**src/design/acs_pkg.sv**
```systemverilog
// What this block does
// - Clear enable and power, re-set, restart recovers a halt or a stuck start; a hang needs reset.
// - Power toggled while a conversion runs halts every mode but single, sequence included.
// - Select field 11 picks the subsystem clock.
// - Leaving gated subclock at odd divider hangs.
// - Enable and start together after hardware trigger stick.
package acs_pkg;
	// ==========================================================
	// Register map
	localparam logic [11:0] ACS_CTRL_ADDR   = 12'h000;
	localparam logic [11:0] ACS_CLK_ADDR    = 12'h004;
	localparam logic [11:0] ACS_STATUS_ADDR = 12'h008;
	localparam logic [11:0] ACS_RESULT_ADDR = 12'h00C;
	// CTRL fields
	localparam int CTRL_ENABLE_BIT = 0;
	localparam int CTRL_POWER_BIT  = 1;
	localparam int CTRL_START_BIT  = 2;
	localparam int CTRL_SHP_BIT    = 3;
	localparam int CTRL_MODE_LSB   = 4;
	localparam int CTRL_TRIG_BIT   = 6;
	localparam int CTRL_CHAN_LSB   = 8;
	// CLK fields
	localparam int CLK_SEL_LSB     = 0;
	localparam int CLK_DIV_LSB     = 4;
	localparam int CLK_GATE_BIT    = 8;
	// STATUS fields
	localparam int STAT_BUSY_BIT   = 0;
	localparam int STAT_HALT_BIT   = 1;
	localparam int STAT_HANG_BIT   = 2;
	localparam int STAT_STUCK_BIT  = 3;
	localparam int STAT_CHAN_LSB   = 8;
	// Field values
	localparam logic [1:0] CLK_SEL_SUBSYS = 2'h3;
	localparam logic [2:0] CTRL_RESET     = 3'h0;
	localparam logic [31:0] WORD_ZERO     = 32'h00000000;
	// Timing in converter clock ticks
	localparam int SAMPLE_TICKS  = 4;
	localparam int CONVERT_TICKS = 13;
	localparam logic [4:0] SAMPLE_CNT  = 5'(SAMPLE_TICKS);
	localparam logic [4:0] CONVERT_CNT = 5'(CONVERT_TICKS);
	localparam logic [3:0] LAST_CHAN   = 4'hF;
	typedef enum logic [1:0]
	{
		ACS_SINGLE,
		ACS_SEQUENCE,
		ACS_REPEAT_SINGLE,
		ACS_REPEAT_SEQUENCE
	} acs_mode_t;
	typedef enum
	{
		ACS_IDLE,
		ACS_SAMPLE,
		ACS_CONVERT,
		ACS_WRITE
	} acs_state_t;
	function automatic logic acs_odd_div(input logic [2:0] div);
		// Divider code n means divide by n+1; /3,/5,/7 are codes 2,4,6.
		acs_odd_div = (div == 3'h2) || (div == 3'h4) || (div == 3'h6);
	endfunction : acs_odd_div
endpackage : acs_pkg

```
**src/design/acs_tick_if.sv**
```systemverilog
`timescale 1ns/1ps
interface acs_tick_if;
	logic [1:0] sel;
	logic [2:0] div;
	logic       gate_off;
	logic       tick;
	logic       hang;
	modport gen
	(
		input  sel,
		input  div,
		input  gate_off,
		output tick,
		output hang
	);
	modport use_side
	(
		output sel,
		output div,
		output gate_off,
		input  tick,
		input  hang
	);
endinterface : acs_tick_if

```
**src/design/acs_clkgen.sv**
```systemverilog
`timescale 1ns/1ps
module acs_clkgen
	import acs_pkg::*;
(
	input wire logic pclk,    // Bus clock.
	input wire logic presetn, // Asynchronous reset, active low.
	input wire logic sub_en,  // Subsystem clock enable pulse.
	input wire logic alt_en,  // Alternate source enable pulse.
	acs_tick_if.gen  tk       // Converter tick and selection.
);
	logic [2:0] cnt;
	logic [2:0] next_cnt;
	logic       hang;
	logic       next_hang;
	logic [1:0] sel_q;
	logic [1:0] next_sel_q;
	logic       tick;
	logic       next_tick;
	logic       src_en;

	// ==========================================================
	// Source select and divider
	always_comb
	begin
		src_en = (tk.sel == CLK_SEL_SUBSYS) ? (sub_en && !tk.gate_off) : alt_en;
		next_cnt  = cnt;
		next_tick = 1'b0;
		next_sel_q = tk.sel;
		next_hang = hang;
		// Switching away from a gated subsystem clock at an odd divide latches the hang.
		if (sel_q == CLK_SEL_SUBSYS && tk.sel != CLK_SEL_SUBSYS && tk.gate_off && acs_odd_div(tk.div))
			next_hang = 1'b1;
		if (src_en && !hang)
		begin
			if (cnt >= tk.div)
			begin
				next_cnt  = 3'h0;
				next_tick = 1'b1;
			end
			else
				next_cnt = cnt + 3'h1;
		end
	end

	always_ff @(posedge pclk or negedge presetn)
	begin
		if (!presetn)
		begin
			cnt   <= 3'h0;
			tick  <= 1'b0;
			hang  <= 1'b0;
			sel_q <= 2'h0;
		end
		else
		begin
			cnt   <= next_cnt;
			tick  <= next_tick;
			hang  <= next_hang;
			sel_q <= next_sel_q;
		end
	end

	assign tk.tick = tick;
	assign tk.hang = hang;
endmodule : acs_clkgen

```
**src/design/acs_sequencer.sv**
```systemverilog
`timescale 1ns/1ps
module acs_sequencer
	import acs_pkg::*;
(
	input  wire logic        pclk,      // Bus clock, 10 MHz.
	input  wire logic        presetn,   // Asynchronous reset, active low.
	input  wire logic        psel,      // APB select.
	input  wire logic        penable,   // APB enable.
	input  wire logic        pwrite,    // APB direction.
	input  wire logic [11:0] paddr,     // APB byte address.
	input  wire logic [31:0] pwdata,    // APB write data.
	output logic      [31:0] prdata,    // APB read data.
	output logic             pready,    // APB ready.
	output logic             pslverr,   // APB error.
	input  wire logic        sub_en,    // Subsystem clock enable pulse.
	input  wire logic        alt_en,    // Alternate clock enable pulse.
	input  wire logic        timer_trig, // Timer trigger pin, asynchronous.
	input  wire logic [11:0] adc_data,  // Analog core result.
	output logic             sample_on, // Sample switch closed.
	output logic             conv_done  // Result written pulse.
);
	acs_tick_if tk ();

	// Control registers.
	logic        conv_enable_bit;
	logic        converter_power_bit;
	logic        software_start_bit;
	logic        sample_pulse_select;
	logic        trig_timer;
	logic [1:0]  conversion_sequence_mode;
	logic [3:0]  end_chan;
	logic [1:0]  converter_clock_select;
	logic [2:0]  converter_clock_divider;
	logic        subclock_gate_off;
	logic        next_en;
	logic        next_pw;
	logic        next_sc;
	logic        sc_wr;
	logic        next_shp;
	logic        next_trig;
	logic        next_gate;
	logic [1:0]  next_mode;
	logic [1:0]  next_sel;
	logic [3:0]  next_end;
	logic [2:0]  next_div;
	// Sequencer state.
	acs_state_t  state;
	acs_state_t  next_state;
	logic [4:0]  cnt;
	logic [4:0]  next_cnt;
	logic [3:0]  chan;
	logic [3:0]  next_chan;
	logic        halted;
	logic        next_halted;
	logic        stuck;
	logic        next_stuck;
	logic        hw_used;
	logic        next_hw_used;
	logic        armed;
	logic        next_armed;
	logic [11:0] result;
	logic [11:0] next_result;
	logic       next_sample_on, next_conv_done;
	logic [31:0] next_prdata;
	logic       next_pslverr;
	// Trigger synchroniser.
	logic [2:0] trig_sync;
	logic       trig_level, next_trig_level;
	logic       trig_rise;

	logic        wr;
	logic        rd;
	logic        busy;
	logic        pw_toggle;
	logic        repeat_mode;
	logic        start_req;

	acs_clkgen u_clk
	(
		.pclk    (pclk),
		.presetn (presetn),
		.sub_en  (sub_en),
		.alt_en  (alt_en),
		.tk      (tk.gen)
	);
	assign tk.sel      = converter_clock_select;
	assign tk.div      = converter_clock_divider;
	assign tk.gate_off = subclock_gate_off;

	// ==========================================================
	// Register bus
	always_comb
	begin
		wr = psel && penable && pwrite;
		// Read data and the error flag are decoded in the setup cycle so that they stand beside pready.
		rd = psel && !penable && !pwrite;
		busy = (state != ACS_IDLE) || stuck;
		next_en = conv_enable_bit;
		next_pw = converter_power_bit;
		next_shp = sample_pulse_select;
		next_trig = trig_timer;
		next_mode = conversion_sequence_mode;
		next_end = end_chan;
		next_sel = converter_clock_select;
		next_div = converter_clock_divider;
		next_gate = subclock_gate_off;
		sc_wr = software_start_bit;
		pw_toggle = 1'b0;
		next_prdata = WORD_ZERO;
		next_pslverr = 1'b0;
		if (wr && paddr == ACS_CTRL_ADDR)
		begin
			next_en = pwdata[CTRL_ENABLE_BIT];
			next_pw = pwdata[CTRL_POWER_BIT];
			sc_wr = software_start_bit || pwdata[CTRL_START_BIT];
			pw_toggle = pwdata[CTRL_POWER_BIT] != converter_power_bit;
			// Mode fields are only writable while conversions are disabled.
			if (!conv_enable_bit)
			begin
				next_shp  = pwdata[CTRL_SHP_BIT];
				next_mode = pwdata[CTRL_MODE_LSB +: 2];
				next_trig = pwdata[CTRL_TRIG_BIT];
				next_end  = pwdata[CTRL_CHAN_LSB +: 4];
			end
		end
		if (wr && paddr == ACS_CLK_ADDR)
		begin
			next_sel  = pwdata[CLK_SEL_LSB +: 2];
			next_div  = pwdata[CLK_DIV_LSB +: 3];
			next_gate = pwdata[CLK_GATE_BIT];
		end
		if (psel && !penable && !(paddr == ACS_CTRL_ADDR || paddr == ACS_CLK_ADDR
			|| paddr == ACS_STATUS_ADDR || paddr == ACS_RESULT_ADDR))
			next_pslverr = 1'b1;
		if (rd)
		begin
			case (paddr)
				ACS_CTRL_ADDR: next_prdata = {20'h0, end_chan, 1'b0, trig_timer, conversion_sequence_mode,
					sample_pulse_select, software_start_bit, converter_power_bit, conv_enable_bit};
				ACS_CLK_ADDR: next_prdata = {23'h0, subclock_gate_off, 1'b0, converter_clock_divider,
					2'h0, converter_clock_select};
				ACS_STATUS_ADDR: next_prdata = {20'h0, chan, 4'h0, stuck, tk.hang, halted, busy};
				ACS_RESULT_ADDR: next_prdata = {20'h0, result};
				default: next_prdata = WORD_ZERO;
			endcase
		end
	end

	// ==========================================================
	// Conversion sequencer
	always_comb
	begin
		repeat_mode = conversion_sequence_mode != ACS_SINGLE;
		trig_rise = trig_level == 1'b0 && trig_sync[2] == trig_sync[1] && trig_sync[1];
		next_trig_level = (trig_sync[2] == trig_sync[1]) ? trig_sync[1] : trig_level;
		start_req = trig_timer ? (trig_rise && armed) : software_start_bit;
		next_state = state;
		next_cnt = cnt;
		next_chan = chan;
		next_halted = halted;
		next_stuck = stuck;
		next_hw_used = hw_used || (trig_rise && trig_timer);
		next_armed = armed;
		next_result = result;
		next_conv_done = 1'b0;
		next_sc = sc_wr;
		// Enable low re-arms the timer path for the next trigger.
		if (!conv_enable_bit)
			next_armed = 1'b1;
		// Clearing both power and enable is the recovery path; a start written while both are clear is dropped.
		if (!conv_enable_bit && !converter_power_bit)
		begin
			next_halted = 1'b0;
			next_stuck = 1'b0;
			next_hw_used = 1'b0;
			next_sc = 1'b0;
		end
		// Enable and start in one write, with the software source chosen after a hardware-triggered run, wedge busy.
		// The sets follow the recovery clears so that an event in the same cycle wins.
		if (wr && paddr == ACS_CTRL_ADDR && !pwdata[CTRL_TRIG_BIT] && hw_used && !conv_enable_bit
			&& pwdata[CTRL_ENABLE_BIT] && pwdata[CTRL_START_BIT])
			next_stuck = 1'b1;
		if (pw_toggle && state != ACS_IDLE && repeat_mode)
			next_halted = 1'b1;
		case (state)
			ACS_IDLE:
			begin
				if (start_req && conv_enable_bit && converter_power_bit && !halted && !stuck && !tk.hang)
				begin
					next_state = ACS_SAMPLE;
					next_cnt = 5'h0;
					next_armed = !trig_timer;
					if (!repeat_mode || conversion_sequence_mode == ACS_REPEAT_SINGLE)
						next_chan = chan;
				end
			end
			ACS_SAMPLE:
			begin
				if (tk.tick && !halted)
				begin
					if (cnt + 5'h1 >= SAMPLE_CNT)
					begin
						next_state = ACS_CONVERT;
						next_cnt = 5'h0;
					end
					else
						next_cnt = cnt + 5'h1;
				end
			end
			ACS_CONVERT:
			begin
				if (tk.tick && !halted)
				begin
					if (cnt + 5'h1 >= CONVERT_CNT)
						next_state = ACS_WRITE;
					else
						next_cnt = cnt + 5'h1;
				end
			end
			ACS_WRITE:
			begin
				next_result = adc_data;
				next_conv_done = 1'b1;
				next_state = ACS_IDLE;
				if (conversion_sequence_mode == ACS_SEQUENCE || conversion_sequence_mode == ACS_REPEAT_SEQUENCE)
					next_chan = (chan >= end_chan) ? 4'h0 : chan + 4'h1;
				if (repeat_mode && conv_enable_bit && !trig_timer && !(conversion_sequence_mode == ACS_SEQUENCE
					&& chan >= end_chan))
				begin
					next_state = ACS_SAMPLE;
					next_cnt = 5'h0;
				end
			end
			default: next_state = ACS_IDLE;
		endcase
		// Powering down with conversions disabled abandons the conversion, so recovery starts from idle.
		if (!conv_enable_bit && !converter_power_bit)
			next_state = ACS_IDLE;
		// Start bit self-clears once taken, unless the wedge holds it.
		if (state == ACS_IDLE && next_state == ACS_SAMPLE && !trig_timer)
			next_sc = 1'b0;
		if (next_stuck)
			next_sc = 1'b1;
		next_sample_on = next_state == ACS_SAMPLE && (sample_pulse_select || start_req || state == ACS_SAMPLE);
	end

	// ==========================================================
	// Registers
	always_ff @(posedge pclk or negedge presetn)
	begin
		if (!presetn)
		begin
			conv_enable_bit <= 1'b0;
			converter_power_bit <= 1'b0;
			software_start_bit <= 1'b0;
			sample_pulse_select <= 1'b0;
			trig_timer <= 1'b0;
			conversion_sequence_mode <= 2'h0;
			end_chan <= 4'h0;
			converter_clock_select <= 2'h0;
			converter_clock_divider <= 3'h0;
			subclock_gate_off <= 1'b0;
			state <= ACS_IDLE;
			cnt <= 5'h0;
			chan <= 4'h0;
			halted <= 1'b0;
			stuck <= 1'b0;
			hw_used <= 1'b0;
			armed <= 1'b1;
			result <= 12'h000;
			sample_on <= 1'b0;
			conv_done <= 1'b0;
			prdata <= WORD_ZERO;
			pready <= 1'b0;
			pslverr <= 1'b0;
			trig_sync <= 3'h0;
			trig_level <= 1'b0;
		end
		else
		begin
			conv_enable_bit <= next_en;
			converter_power_bit <= next_pw;
			software_start_bit <= next_sc;
			sample_pulse_select <= next_shp;
			trig_timer <= next_trig;
			conversion_sequence_mode <= next_mode;
			end_chan <= next_end;
			converter_clock_select <= next_sel;
			converter_clock_divider <= next_div;
			subclock_gate_off <= next_gate;
			state <= next_state;
			cnt <= next_cnt;
			chan <= next_chan;
			halted <= next_halted;
			stuck <= next_stuck;
			hw_used <= next_hw_used;
			armed <= next_armed;
			result <= next_result;
			sample_on <= next_sample_on;
			conv_done <= next_conv_done;
			prdata <= next_prdata;
			pready <= psel && !penable;
			pslverr <= next_pslverr;
			trig_sync <= {trig_sync[1:0], timer_trig};
			trig_level <= next_trig_level;
		end
	end
endmodule : acs_sequencer

```
**config.mk**
```make
export PLATFORM = sky130hd
export DESIGN_NAME = acs_sequencer
export DESIGN_NICKNAME = d
export VERILOG_FILES = /design/src/design/acs_pkg.sv /design/src/design/acs_tick_if.sv /design/src/design/acs_clkgen.sv /design/src/design/acs_sequencer.sv
export SDC_FILE = /design/constraint.sdc
export NUM_CORES = 1
export LEC_CHECK = 0
export BUFFER_PORTS_ARGS = -buffer_cell sky130_fd_sc_hd__buf_2
export CAP_MARGIN = 20
export CORE_UTILIZATION = 35
export DETAILED_ROUTE_END_ITERATION = 10
export HOLD_SLACK_MARGIN = 0.15
export SYNTH_ARGS = -nofsm -noshare
export SYNTH_HDL_FRONTEND = slang
export SYNTH_SLANG_ARGS = --single-unit
```
**constraint.sdc**
```tcl
create_clock -name pclk -period 2.9 [get_ports pclk]
set_input_delay 0.145 -clock pclk [delete_from_list [all_inputs] [get_ports pclk]]
set_output_delay 0.145 -clock pclk [all_outputs]
set_load 0.005 [all_outputs]
```
==> results.tsv <==
metric	value	unit
Yosys Warn Count	0	
Max Slew Vio Count	0	
CP max FO	5	
CP startpoint kind	register	
Die H	115	µm
Initial DRC Count	161	
sequential area share after synthesis	0.565	
post-synthesis simple-gate area fraction	0.155	
multiplexer share of the synthesized area	0.0944	
max-cap violations	0	
Netlist cell types	56	
grt ovf	0	
Syn Area/Cell	11.5	µm²
Via density	4.67	
port bufs	58	
layout cell share with drive strength beyond 1	0.224	
commonest non-fill, non-tap cell in the layout	dfrtp_1	
initial antenna violation count	0	
fillers	1133	
fin crit share	0.846	
CTS Sinks	101	
Hold Vio Cnt, Final	0	
CTS tree	built	
Setup Skew	7.99	ps
status	completed	
I/O Pins	100	
initial core utilization	0.365	
EDFF count, synth	0	
Synth Area in XOR/XNOR	0.00391	
CP arrival	2680	ps
vias	3183	
routability cong.	0.790	
mapped cell area	4480	µm²
clk slew on worst S/H paths	70	ps
most frequent cells in the layout	100 x dfrtp_1, 57 x buf_2, 50 x conb_1, 36 x nor2_1, 30 x dlygate4sd3_1	
area of the core	12300	µm²
main combinational cell family by area after synthesis	simple AND/OR/NAND/NOR gates	
first-pass GRT wire length	14.9	mm
worst ir drop on vdd	0.256	mV
Root Driver	clkbuf_16	
number of CTS-inserted buffers	9	
remaining antenna violation count	0	
Compound-Gate Fraction of Synth Area	0.0897	
Fmax achieved	408	MHz
CP Data Required Time	3120	ps
placed insts	635	
routed len/inst	13.1	µm
Synth-to-Final Area Change	25.8	%
Tmin final	2450	ps
Final nets	583	
kind of critical path	reg2reg	
Slew headroom	0.580	
Synth Flop Type	dfrtp_1	
PwrDens	514	nW/µm²
non-filler cells, final	681	
final wirelength	8.93	mm
Adder-Cell Fraction of Synth Area	0.0330	
DR DRC count	0	
vias in the first global route	3154	
GRT Total Usage	0.148	
H-Tree Depth	3	
Die W	115	µm
worst hold margin	240	ps
die area	13300	µm²
Leak	2.66	nW
unrepaired setup endpoints after global routing	false	
Syn Inst Count	390	
synthesis-stage register bit count	101	
ys async rst share	1.00	
worst-margin pin slew	631	ps
min-delay worst type	in2reg	
setup TNS	0	ps
HPWL Detailed	6.39	mm
row count	40	
largest net degree at the start of global routing	52	
Clock Path Buffers	2	
crit path capture type	register	
Setup violations, final	0	
Pre-antenna DRT Iters	4	
diode count	0	
Clk Latency, worst-skew pair	340	ps
setup bufs post-CTS	0	
[kinds of logic (layout without fill, tap and decap cells)]
kind of cell	Yosys count	count (layout)
xor gates and xnor gates	2	2
muxes	36	36
adders and majority gates	12	12
DFF	101	101
AOI/OAI and AO/OA	60	60
buffers and inverters	48	122
and+or+nand+nor	130	130
other	1	50
[path summary, 6_finish.rpt]
path | slack [ps] | startpoint | end | cells after the start
worst max-delay path | 450 | chan[2] | cnt[1] | 7
worst min-delay path | 240 | paddr[2] | prdata[7] | 3
worst max register to register | 450 | chan[2] | cnt[1] | 7
worst min register to register | 360 | trig_sync[0] | trig_sync[1] | 0
max in group asynchronous | 1800 | presetn | armed | 3
min in group asynchronous | 360 | presetn | state[19] | 2
[stage by stage]
step	area, µm²	utilization	worst slack, ps	total power, W
floorplan	4660	-	633	0.00153
global placement	5000	0.408	496	0.00158
detailed placement	5000	0.408	452	0.00158
CTS	5640	0.460	443	0.00294
global route	5640	0.460	315	0.00302
finish	5640	0.460	446	0.00290
[area by class of cell]
| class | instances | area [µm²] | share of cell area |
|---|---|---|---|
| clock buffers | 12 | 256 | 0.0455 |
| repair buffers | 91 | 628 | 0.111 |
| inverters | 15 | 56.3 | 0.00999 |
| flip-flops and latches | 101 | 2530 | 0.449 |
| clock inverters | 4 | 78.8 | 0.0140 |
| well taps | 168 | 210 | 0.0373 |
| multi-input cells | 290 | 1880 | 0.333 |
[cell usage after synthesis, types with 7 or more instances]
cell type  instances  area share
a21oi_1            9       0.010
o21ai_0           16       0.018
nor3_1             9       0.010
inv_1             15       0.013
a31oi_1            7      0.0098
nor4_1            12       0.017
nor2_1            36       0.030
mux2i_1            7       0.016
nand3_1            9       0.010
dfrtp_1          100        0.56
mux2_2            26       0.065
nor2b_1            9       0.013
buf_4             21       0.035
clkbuf_1           8      0.0067
ha_1              11       0.031
nand2_1           22       0.018
nand2b_1           8       0.011
[power by group]
group / total [W] / switching, W / internal, W
registers: 0.00144 / 0.00000828 / 0.00144
logic: 0.000138 / 0.0000746 / 0.0000635
clock network: 0.00132 / 0.000507 / 0.000809
[critical path, stage by stage (launching register included)]
cell and delay, ps:
dfrtp_1 420, ha_1 220, or4b_1 510, a21oi_1 140
a311oi_1 90, a311oi_2 420, and2_4 240, mux2_4 290
[state kept, by name (all words and copies together), names as in the netlist, 2 cells and up]
| register | cells |
|---|---|
| u_clk.cnt | 3 |
| conversion_sequence_mode | 2 |
| end_chan | 4 |
| prdata | 12 |
| result | 12 |
| chan | 4 |
| converter_clock_divider | 3 |
| converter_clock_select | 2 |
| trig_sync | 3 |
| cnt | 5 |
| u_clk.sel_q | 2 |
| state | 32 |
[what timing repair did]
action | 4_1_cts | 5_1_grt
resized for setup | 0 | 0
hold endpoints to repair | 82 | 0
hold buffers | 30 | 0
[metal layers]
layer,GRT usage,share of wire
met1,0.193,0.47
met2,0.244,0.48
met3,0.0285,0.034
met4,0.0545,0.015
met5,0,0
No activity file was read; power rests on OpenSTA's default activity.
